### config.mk
export PLATFORM = sky130hd
export DESIGN_NAME = ipia_assembler
export DESIGN_NICKNAME = d
export VERILOG_FILES = /design/src/rtl/ipia_pkg.sv /design/src/rtl/ipia_fifo.sv /design/src/rtl/ipia_assembler.sv
export VERILOG_INCLUDE_DIRS = /design/src /design/src/rtl
export SDC_FILE = /design/constraint.sdc
export NUM_CORES = 2
export LEC_CHECK = 0
export ABC_AREA = 1
export BUFFER_PORTS_ARGS = -buffer_cell sky130_fd_sc_hd__buf_2
export CAP_MARGIN = 20
export CORE_AREA = 8 8 463 465
export CTS_CLUSTER_SIZE = 24
export DETAILED_ROUTE_END_ITERATION = 10
export DIE_AREA = 0 0 471 473
export MAX_ROUTING_LAYER = met4
export RECOVER_POWER = 100
export SYNTH_ARGS = -nofsm -noshare
export SYNTH_HDL_FRONTEND = slang
export SYNTH_SLANG_ARGS = --single-unit
### constraint.sdc
create_clock -name clk_in -period 108 [get_ports clk_in]
set_clock_uncertainty 0.1 [all_clocks]
set_input_delay 10.8 -clock clk_in [delete_from_list [all_inputs] [get_ports clk_in]]
set_output_delay 10.8 -clock clk_in [all_outputs]
set_load 0.01 [all_outputs]
### src/rtl/ipia_regs.svh
`ifndef IPIA_REGS_SVH
`define IPIA_REGS_SVH

// ----------------------------------------------------------------
// image layout (offsets count from one)
// ----------------------------------------------------------------
`define IPIA_OFS_FIRST 8'h01
`define IPIA_OFS_STATUS 8'h01
`define IPIA_OFS_DUMMY_HDR 8'h02
`define IPIA_OFS_DI_LOW 8'h03
`define IPIA_OFS_DI_HIGH 8'h04
`define IPIA_OFS_SLOT_BASE 8'h05
`define IPIA_OFS_LAST 8'h94
`define IPIA_SLOT_QUALITY 5'h00
`define IPIA_SLOT_DUMMY 5'h01
`define IPIA_SLOT_DATA 5'h02
`define IPIA_SLOT_END 5'h11
`define IPIA_PD_BYTES 5'h10

// ----------------------------------------------------------------
// values
// ----------------------------------------------------------------
`define IPIA_STATUS_VALID 8'h01
`define IPIA_STATUS_INVALID 8'h00
`define IPIA_ZERO_BYTE 8'h00

`endif

### src/rtl/ipia_pkg.sv
package ipia_pkg;

    // port operating mode
    typedef enum logic [1:0] {
        IPIA_MODE_OFF = 2'b00,
        IPIA_MODE_IOLINK = 2'b01,
        IPIA_MODE_DIG_IN = 2'b10,
        IPIA_MODE_DIG_OUT = 2'b11
    } ipia_mode_e;

    // packing of the two digital-input bytes
    typedef enum logic {
        IPIA_PACK_PORT = 1'b0,
        IPIA_PACK_PIN = 1'b1
    } ipia_pack_e;

    // everything one port contributes to the image
    typedef struct packed {
        ipia_mode_e mode;
        logic [7:0] port_quality_byte;
        logic [4:0] pd_len;
        logic [127:0] pd;
        logic dir_a;
        logic dir_b;
        logic channel_a_input;
        logic channel_b_input;
        logic channel_a_output;
        logic channel_b_output;
    } ipia_port_s;

    // one byte of the outgoing image
    typedef struct packed {
        logic [7:0] data;
        logic first;
        logic last;
    } ipia_beat_s;

    // sequencer states
    typedef enum logic {
        IPIA_ST_IDLE = 1'b0,
        IPIA_ST_SEND = 1'b1
    } ipia_state_e;

endpackage

### src/rtl/ipia_fifo.sv
`timescale 1ns/1ps
module ipia_fifo #(
    parameter int WIDTH = 10,
    parameter int DEPTH = 8
) (
    // clock and reset
    input wire logic clk_in,
    input wire logic rst_in,
    // filling side
    input wire logic wr_valid_in,
    output logic wr_ready_out,
    input wire logic [WIDTH-1:0] wr_data_in,
    // draining side
    output logic rd_valid_out,
    input wire logic rd_ready_in,
    output logic [WIDTH-1:0] rd_data_out
);
    localparam int AW = $clog2(DEPTH);

    logic [WIDTH-1:0] mem [DEPTH];
    logic [AW-1:0] wr_ptr;
    logic [AW-1:0] rd_ptr;
    logic [AW:0] count;
    logic do_wr;
    logic do_rd;

    // full and empty follow the true occupancy
    assign wr_ready_out = (count != (AW+1)'(DEPTH));
    assign rd_valid_out = (count != '0);
    assign do_wr = wr_valid_in && wr_ready_out;
    assign do_rd = rd_valid_out && rd_ready_in;
    // storage is flip-flops, so read data comes straight from a register
    assign rd_data_out = mem[rd_ptr];

    // storage
    always_ff @(posedge clk_in) begin
        if (do_wr) begin
            mem[wr_ptr] <= wr_data_in;
        end
    end

    // pointers and occupancy
    always_ff @(posedge clk_in or posedge rst_in) begin
        if (rst_in) begin
            wr_ptr <= '0;
            rd_ptr <= '0;
            count <= '0;
        end else begin
            if (do_wr) begin
                wr_ptr <= (wr_ptr == AW'(DEPTH - 1)) ? '0 : wr_ptr + 1'b1;
            end
            if (do_rd) begin
                rd_ptr <= (rd_ptr == AW'(DEPTH - 1)) ? '0 : rd_ptr + 1'b1;
            end
            if (do_wr && !do_rd) begin
                count <= count + 1'b1;
            end else if (do_rd && !do_wr) begin
                count <= count - 1'b1;
            end
        end
    end
endmodule

### src/rtl/ipia_assembler.sv
`timescale 1ns/1ps
`include "ipia_regs.svh"
module ipia_assembler #(
    parameter int NUM_PORTS = 8,
    parameter int FIFO_DEPTH = 8
) (
    // clock and reset
    input wire logic clk_in,
    input wire logic rst_in,
    // cycle control
    input wire logic start_in,
    output logic busy_out,
    output logic done_out,
    // port state and configuration
    input wire ipia_pkg::ipia_port_s [NUM_PORTS-1:0] ports_in,
    input wire ipia_pkg::ipia_pack_e pack_sel_in,
    input wire logic di_valid_in,
    // image byte stream toward the fieldbus controller
    output logic img_valid_out,
    input wire logic img_ready_in,
    output ipia_pkg::ipia_beat_s img_out
);

    // ----------------------------------------------------------------
    // snapshot of the inputs
    // ----------------------------------------------------------------
    // one coherent copy per image, so a port changing mid-image cannot
    // tear the image; costs one flop per input bit
    ipia_pkg::ipia_port_s [NUM_PORTS-1:0] snap;
    ipia_pkg::ipia_pack_e snap_pack;
    logic snap_di_valid;

    ipia_pkg::ipia_state_e state;
    logic [7:0] ofs;
    logic [2:0] port_idx;
    logic [4:0] slot_idx;
    logic push;
    logic fifo_ready;
    logic take_start;
    logic at_last;
    ipia_pkg::ipia_beat_s beat;
    logic [9:0] fifo_rd;
    logic [7:0] di_low;
    logic [7:0] di_high;
    logic [7:0] slot_byte;
    logic [7:0] hdr_byte;

    // a start while an image is under way is ignored
    assign take_start = start_in && (state == ipia_pkg::IPIA_ST_IDLE);
    assign push = (state == ipia_pkg::IPIA_ST_SEND) && fifo_ready;
    assign at_last = (ofs == `IPIA_OFS_LAST);

    // capture on an accepted start only
    always_ff @(posedge clk_in or posedge rst_in) begin
        if (rst_in) begin
            snap <= '0;
            snap_pack <= ipia_pkg::IPIA_PACK_PORT;
            snap_di_valid <= 1'b0;
        end else if (take_start) begin
            snap <= ports_in;
            snap_pack <= pack_sel_in;
            snap_di_valid <= di_valid_in;
        end
    end

    // ----------------------------------------------------------------
    // sequencer
    // ----------------------------------------------------------------
    // state advances only when the fifo takes a byte, so back-pressure
    // from the reader stalls the whole assembly
    always_ff @(posedge clk_in or posedge rst_in) begin
        if (rst_in) begin
            state <= ipia_pkg::IPIA_ST_IDLE;
        end else begin
            case (state)
                ipia_pkg::IPIA_ST_IDLE: begin
                    if (take_start) begin
                        state <= ipia_pkg::IPIA_ST_SEND;
                    end
                end
                ipia_pkg::IPIA_ST_SEND: begin
                    if (push && at_last) begin
                        state <= ipia_pkg::IPIA_ST_IDLE;
                    end
                end
                default: begin
                    state <= ipia_pkg::IPIA_ST_IDLE;
                end
            endcase
        end
    end

    // image offset
    always_ff @(posedge clk_in or posedge rst_in) begin
        if (rst_in) begin
            ofs <= `IPIA_OFS_FIRST;
        end else if (take_start) begin
            ofs <= `IPIA_OFS_FIRST;
        end else if (push && !at_last) begin
            ofs <= ofs + 8'h01;
        end
    end

    // slot position; stride of eighteen puts the sixth, seventh and
    // eighth quality bytes at 95, 113 and 131
    always_ff @(posedge clk_in or posedge rst_in) begin
        if (rst_in) begin
            port_idx <= 3'h0;
            slot_idx <= `IPIA_SLOT_QUALITY;
        end else if (take_start) begin
            port_idx <= 3'h0;
            slot_idx <= `IPIA_SLOT_QUALITY;
        end else if (push && (ofs >= `IPIA_OFS_SLOT_BASE)) begin
            if (slot_idx == `IPIA_SLOT_END) begin
                slot_idx <= `IPIA_SLOT_QUALITY;
                port_idx <= port_idx + 3'h1;
            end else begin
                slot_idx <= slot_idx + 5'h01;
            end
        end
    end

    // end-of-image pulse
    always_ff @(posedge clk_in or posedge rst_in) begin
        if (rst_in) begin
            done_out <= 1'b0;
        end else begin
            done_out <= push && at_last;
        end
    end

    assign busy_out = (state == ipia_pkg::IPIA_ST_SEND);

    // ----------------------------------------------------------------
    // digital-input bytes
    // ----------------------------------------------------------------
    // a pin driven as output reports what it drives
    function automatic logic pin_a(input ipia_pkg::ipia_port_s p);
        pin_a = p.dir_a ? p.channel_a_output : p.channel_a_input;
    endfunction

    function automatic logic pin_b(input ipia_pkg::ipia_port_s p);
        pin_b = p.dir_b ? p.channel_b_output : p.channel_b_input;
    endfunction

    // only the selected packing is built, port by port in one loop
    always_comb begin
        di_low = 8'h00;
        di_high = 8'h00;
        for (int k = 0; k < 8; k++) begin
            if (snap_pack == ipia_pkg::IPIA_PACK_PIN) begin
                di_low[k] = pin_a(snap[k]);
                di_high[k] = pin_b(snap[k]);
            end else if (k < 4) begin
                di_low[2*k] = pin_a(snap[k]);
                di_low[2*k+1] = pin_b(snap[k]);
                di_high[2*k] = pin_a(snap[k+4]);
                di_high[2*k+1] = pin_b(snap[k+4]);
            end
        end
    end

    // ----------------------------------------------------------------
    // header bytes
    // ----------------------------------------------------------------
    always_comb begin
        case (ofs)
            `IPIA_OFS_STATUS: begin
                hdr_byte = snap_di_valid ? `IPIA_STATUS_VALID
                                         : `IPIA_STATUS_INVALID;
            end
            `IPIA_OFS_DI_LOW: begin
                hdr_byte = di_low;
            end
            `IPIA_OFS_DI_HIGH: begin
                hdr_byte = di_high;
            end
            default: begin
                hdr_byte = `IPIA_ZERO_BYTE;
            end
        endcase
    end

    // ----------------------------------------------------------------
    // port slot bytes
    // ----------------------------------------------------------------
    always_comb begin
        ipia_pkg::ipia_port_s p;
        logic [4:0] d;
        p = snap[port_idx];
        d = slot_idx - `IPIA_SLOT_DATA;
        slot_byte = `IPIA_ZERO_BYTE;
        if (slot_idx == `IPIA_SLOT_QUALITY) begin
            slot_byte = p.port_quality_byte;
        end else if (slot_idx == `IPIA_SLOT_DUMMY) begin
            slot_byte = `IPIA_ZERO_BYTE;
        end else begin
            case (p.mode)
                ipia_pkg::IPIA_MODE_IOLINK: begin
                    // bytes beyond the device's own length pad with zero
                    if (d < p.pd_len) begin
                        slot_byte = p.pd[d[3:0]*8 +: 8];
                    end
                end
                ipia_pkg::IPIA_MODE_DIG_IN: begin
                    if (d == 5'h00) begin
                        slot_byte = {7'h00, p.channel_a_input};
                    end
                end
                ipia_pkg::IPIA_MODE_DIG_OUT: begin
                    if (d == 5'h00) begin
                        slot_byte = {7'h00, p.channel_a_output};
                    end
                end
                default: begin
                    slot_byte = `IPIA_ZERO_BYTE;
                end
            endcase
            // reserved tail of a digital slot stays zero
            if ((p.mode != ipia_pkg::IPIA_MODE_IOLINK) && (d != 5'h00)) begin
                slot_byte = `IPIA_ZERO_BYTE;
            end
        end
    end

    // ----------------------------------------------------------------
    // beat and fifo
    // ----------------------------------------------------------------
    always_comb begin
        beat.data = (ofs < `IPIA_OFS_SLOT_BASE) ? hdr_byte : slot_byte;
        beat.first = (ofs == `IPIA_OFS_FIRST);
        beat.last = at_last;
    end

    // the fifo absorbs up to FIFO_DEPTH bytes of the reader's stalls before the assembly stalls
    ipia_fifo #(
        .WIDTH($bits(ipia_pkg::ipia_beat_s)),
        .DEPTH(FIFO_DEPTH)
    ) u_fifo (
        .clk_in(clk_in),
        .rst_in(rst_in),
        .wr_valid_in(push),
        .wr_ready_out(fifo_ready),
        .wr_data_in(beat),
        .rd_valid_out(img_valid_out),
        .rd_ready_in(img_ready_in),
        .rd_data_out(fifo_rd)
    );

    assign img_out = ipia_pkg::ipia_beat_s'(fifo_rd);

endmodule

# After elaboration in Yosys (flattened, before gate mapping)
# Memory sizes are Yosys's and may differ from the RTL's.
# Index checks and enable logic that the tools add are counted.
[totals]
mem_count = 1
inputBits = 1198
elab_cells = 199
mem_bits_rw = 80
reg_bits = 1222
[mem_list]
columns = ["memory", "words", "word_bits", "read_ports", "rd_clocked_by_memory_dff", "wr", "line", "source"]
rows = [
  ["u_fifo.mem", 8, 10, 1, 0, 1, "ipia_fifo.sv:20", "logic [WIDTH-1:0] mem [DEPTH];"],
]
[classes]
n_lt_le_gt_ge = 4
shift = 1
eq_ne = 13
reduce_logical = 22
muxes = 59
add_sub_neg = 8
bitwise = 1
[ops]
columns = ["op", "count"]
rows = [
  ["149-bit binary-select mux with 3-bit select", 1],
  ["149-bit two-way mux", 1],
  ["128-bit by 8-bit indexed part select with 8-bit output", 1],
  ["8-bit two-way mux", 7],
  ["8-bit one-hot mux with 3 select lines", 2],
  ["1-bit two-way mux", 37],
  ["3-bit two-way mux", 5],
  ["5-bit two-way mux", 3],
  ["1-bit logical AND", 10],
  ["5-bit logical NOT", 2],
  ["3-bit by 1-bit adder with 3-bit output (second input constant)", 3],
  ["8-bit by 1-bit adder with 8-bit output (second input constant)", 1],
  ["8-bit by 1-bit == test with 1-bit output (second input constant)", 1],
  ["8-bit by 2-bit == test with 1-bit output (second input constant)", 1],
  ["8-bit by 3-bit == test with 1-bit output (second input constant)", 1],
  ["8-bit == test (second input constant)", 1],
  ["8-bit by 3-bit greater-or-equal comparator with 1-bit output (second input constant)", 1],
  ["8-bit by 3-bit < comparator with 1-bit output (second input constant)", 1],
  ["4-bit two-way mux", 2],
  ["2-bit nonzero test", 4],
  ["3-bit == test (second input constant)", 2],
  ["5-bit by 1-bit adder with 5-bit output (second input constant)", 1],
  ["5-bit by 1-bit == test with 1-bit output (second input constant)", 1],
  ["5-bit == test (second input constant)", 1],
  ["15 further kinds", 18],
]

# Longest topological paths before layout
[depth]
word_depth = 9
depth_mapped = 20
ltp_nobuf = 16

# Hierarchy
# From an unflattened synthesis, not the netlist that was laid out.
[unflattened]
hier_cells = 7919
hier_area_um2 = 61487.7
[modules_own_cells]
columns = ["mod", "area_each_um2", "n_inst", "cells_each"]
rows = [
  ["ipia_assembler", 57370.0, 1, 7488],
  ["ipia_fifo", 4117.7, 1, 431],
]

# Worst setup path before layout
# No wires, ideal clock.
[synth_path]
kind = "register -> output"
startpoint = "register u_fifo.rd_ptr[0]"
endpoint = "output port img_out[0] in the netlist's numbering"
stages_incl_launch_ff = 8
arrival_time_ps = 1369
path_slack_ps = 95731
path_cell_list = "dfrtp_1 > clkbuf_1 > inv_1 > clkbuf_1 > nor2_1 > o22ai_1 > nor2_1 > a31oi_1"
[synth_rtl]
columns = ["item", "line", "source"]
rows = [
  ["from (decl)", "ipia_fifo.sv:22", "logic [AW-1:0] rd_ptr;"],
  ["from (signal assigned)", "ipia_fifo.sv:53", "rd_ptr <= (rd_ptr == AW'(DEPTH - 1)) ? '0 : rd_ptr + 1'b1;"],
  ["to (decl)", "ipia_assembler.sv:21", "output ipia_pkg::ipia_beat_s img_out"],
]

# Worst setup path in the final report
[layout_path]
startpoint = "input port start_in"
endpoint = "register snap[1060] in the netlist's numbering"
[layout_between]
elab_chain_cells = 1
[layout_rtl]
columns = ["item", "line", "source"]
rows = [
  ["from (decl)", "ipia_assembler.sv:11", "input wire logic start_in,"],
  ["1-bit logical AND", "ipia_assembler.sv:49", "assign take_start = start_in && (state == ipia_pkg::IPIA_ST_IDLE);"],
  ["to (signal assigned)", "ipia_assembler.sv:60", "snap <= ports_in;"],
  ["to (decl)", "ipia_assembler.sv:29", "ipia_pkg::ipia_port_s [NUM_PORTS-1:0] snap;"],
]
# No other way between the ends.
# A chain may end at the register's enable or synchronous reset.

==> impl_metrics.ini <==
[grt]
grt_pass1_wl_um = 401000
antenna_found_initial = 153
overflow = 0
grt_max_degree = 287
grt_pass1_vias = 56700
grt_util_all_layers_pct = 24.9

[floorplanning]
die_w_um = 471
die_h_um = 473
die_area_um2 = 223000
initial_core_util_pct = 29.6
core_um2 = 206000
rows = 167
top_level_ports = 1211

[route]
drc = 0
wl_um = 283000
wl_per_cell_um = 24.3
drt_iter0_markers = 5858
drt.antenna.violating_nets = 0
via_per_inst = 4.99
dr.pass1.iters = 6
vias = 58100

[logic_synthesis]
synthMuxAreaShare_pct = 0.100
syn_area_um2 = 61100
synth_area_leaders = dfrtp_1, nand2_1, o21ai_0, edfxtp_1, nand3_1
post_synth_and_or_nand_nor_area_fraction_pct = 24.0
synth_top_area_share_pct = 50.0
async_flop_share_pct = 93.9
ys_ff_latch = 1302
yosys.area.top_type = dfrtp_1
synth_compound_area_share_pct = 13.4
synth-adder-area-share_pct = 0.463
synth_top_family_by_area = simple AND/OR/NAND/NOR gates
synth_cell_types = 45
synth_enable_flop_cells = 80
avgSynthCellArea_um2 = 7.89
synth_cells = 7751
seq_area_frac_synth_pct = 54.0
syn_nets = 8971
synth-xor-area-share_pct = 0.115
yosysWarnings = 0
synth_ff_type = dfrtp_1

[clock_network]
clk_pin_slew_ns = 0.06
ctsHoldBuffers = 0
cts_setup_buffers = 0
htree_levels = 4
tritoncts = built
cts.path.max_buffers = 3
cts_resized = 0
root_buffer = clkbuf_16
numClockSinks = 1302
cts_inserted_buffers = 155
insertion_delay_ns = 0.83

[worst_hold_path]
hp-start = snap[440]$_DFFE_PP0P_
hp-class = reg2reg

[critical_path]
crit_fanout = 199
cp.arrival_ns = 30.15
crit_end = snap[1060]$_DFFE_PP0P_
startpoint = start_in
worst_ep_required_time_ns = 108.41
critical_path_class = in2reg
r2r_end = snap[1060]$_DFFE_PP0P_
r2r-start = busy_out$_DFF_PP0_
crit_path_end_kind = flop
worstRegToRegCells = 6
rrSetupSlack_ns = 87.95
crit_path_start_kind = primary input

[sta]
period_minus_slack_ns = 29.74
rsz0062_at_grt = false
maxSlewHeadroom_pct = -570
setup_tns_ns = 0
hold_viol_final = 0
worst_slew_pin_slew_ns = 10.05
finalCritPeriodShare_pct = 27.5
hold_slack_ns = 0.363
slew_viol_final = 3620
finalWorstSetupSlack_ns = 78.26
clock.fmax_ghz = 0.0336
setup_viol = 0

[run]
maxCapViolCount = 43

[outcome]
status = finished, violations left
failed_checks = capacitance limit, slew limit

[placement]
post_dp_cell_area_um2 = 68800
dp_hpwl_um = 207000
place_ws_ns = 92.77
io_buffers = 1210
gp_congestion = 0.951
dp.cells = 11200

[cells_and_area]
final_area_um2 = 74100
layout.nets = 9890
syn_to_final_growth_pct = 21.2
layout-drive-gt1-share_pct = 17.1
fin_util_pct = 35.9
final_cells = 11600

[power_and_ir_drop]
p_comb_share_pct = 39.7
power.density_nw_per_um2 = 31.3
power_frac_clock_pct = 23.0
vdd_drop_max_mv = 0.0187
finalPower_mw = 2.31
p_sw_mw = 0.999
power.leakage_nw = 36.8
swShare_pct = 43.2
power_frac_seq_pct = 37.2
p_int_mw = 1.32
power by group through the flow:
| stage | Sequential, mW | Combinational, mW | Clock [mW] |
|---|---|---|---|
| after floorplan | 0.827 | 0.565 | 0 |
| after global placement | 0.856 | 0.905 | 0 |
| after detailed placement | 0.862 | 0.917 | 0 |
| after CTS | 0.856 | 0.923 | 0.544 |
| after global routing | 0.886 | 1.02 | 0.562 |
| final | 0.862 | 0.920 | 0.533 |
kinds of logic (layout without fill, tap and decap cells):
logic type	after synthesis	in the layout
AOI/OAI and AO/OA	1530	1530
xor gates and xnor gates	8	8
adders and majority gates	22	22
buffers and inverters	1140	2186
DFF	1302	1302
muxes	6	6
other	0	127
and+or+nand+nor	3743	3743
flip-flops by register name (all words and copies together), names as in the netlist:
signal	count
done_out	1
port_idx	3
busy_out	1
u_fifo.rd_ptr	3
snap	1192
u_fifo.count	4
snap_di_valid	1
ofs	8
u_fifo.wr_ptr	3
snap_pack	1
u_fifo.mem	80
slot_idx	5
critical path: stages:
cell	delay, ns
buf_2	0.08
inv_1	0.04
nor2_1	1.01
clkbuf_1	5.81
clkbuf_1	3.17
clkbuf_1	5.50
clkbuf_1	3.03
o21ai_0	0.31
final cells by class:
type	count	area, µm²
inverter	610	2330
clock buffer	233	4630
tap	2704	3380
antenna	127	318
clock inverter	51	524
fill	21700	132000
multi-input combinational	5309	23300
sequential	1302	33000
timing repair buffer	1292	6590
how the worst min path moves through the flow:
stage,end,slack (ns),depth (start not counted)
after global routing,snap[294]$_DFFE_PP0P_,0.37,2
after floorplan,snap[1020]$_DFFE_PP0P_,0.33,2
final,snap[440]$_DFFE_PP0P_,0.36,2
after CTS,snap[440]$_DFFE_PP0P_,0.37,2
after global placement,snap[433]$_DFFE_PP0P_,0.35,2
after detailed placement,snap[440]$_DFFE_PP0P_,0.35,2
placed cells by master (no fill, tap or decap), types with 4 or more instances in the layout:
| cell | instances |
|---|---|
| nand3_1 | 476 |
| o211ai_2 | 5 |
| dfrtp_1 | 1217 |
| buf_12 | 7 |
| clkbuf_8 | 39 |
| buf_4 | 28 |
| diode_2 | 127 |
| nand2_1 | 2935 |
| buf_2 | 1196 |
| edfxtp_1 | 80 |
| a21oi_1 | 297 |
| inv_1 | 601 |
| clkinvlp_4 | 6 |
| or2_2 | 4 |
| xor2_1 | 5 |
| o211ai_1 | 139 |
| bufinv_16 | 4 |
| nor2_1 | 305 |
| o21ai_0 | 968 |
| nor3_1 | 19 |
| mux2i_1 | 5 |
| o22ai_1 | 46 |
| inv_6 | 8 |
| ha_1 | 20 |
| clkinv_2 | 20 |
| clkinv_1 | 5 |
| a31oi_1 | 13 |
| o221ai_1 | 11 |
| clkbuf_1 | 96 |
| clkbuf_16 | 158 |
| o21ai_1 | 43 |
routing by layer:
layer | track usage [%] | wire (µm)
met1 | 34.3 | 125000
met2 | 35.7 | 123000
met3 | 5.15 | 23300
met4 | 9.94 | 11400
met5 | - | 0
cells in the mapped netlist (all sizes together), types with 3 or more instances:
library cell  count
inv             607
nand3           476
o22ai            46
xor2              5
o21ai          1012
nor2            305
mux2i             5
or2               4
a21oi           297
clkbuf          274
xnor2             3
a31oi            13
clkinv            3
edfxtp           80
o221ai           11
dfrtp          1221
nor3             20
nand2          2935
o211ai          144
ha               21
buf             256
Note: power is estimated with default switching activity, not from simulation.
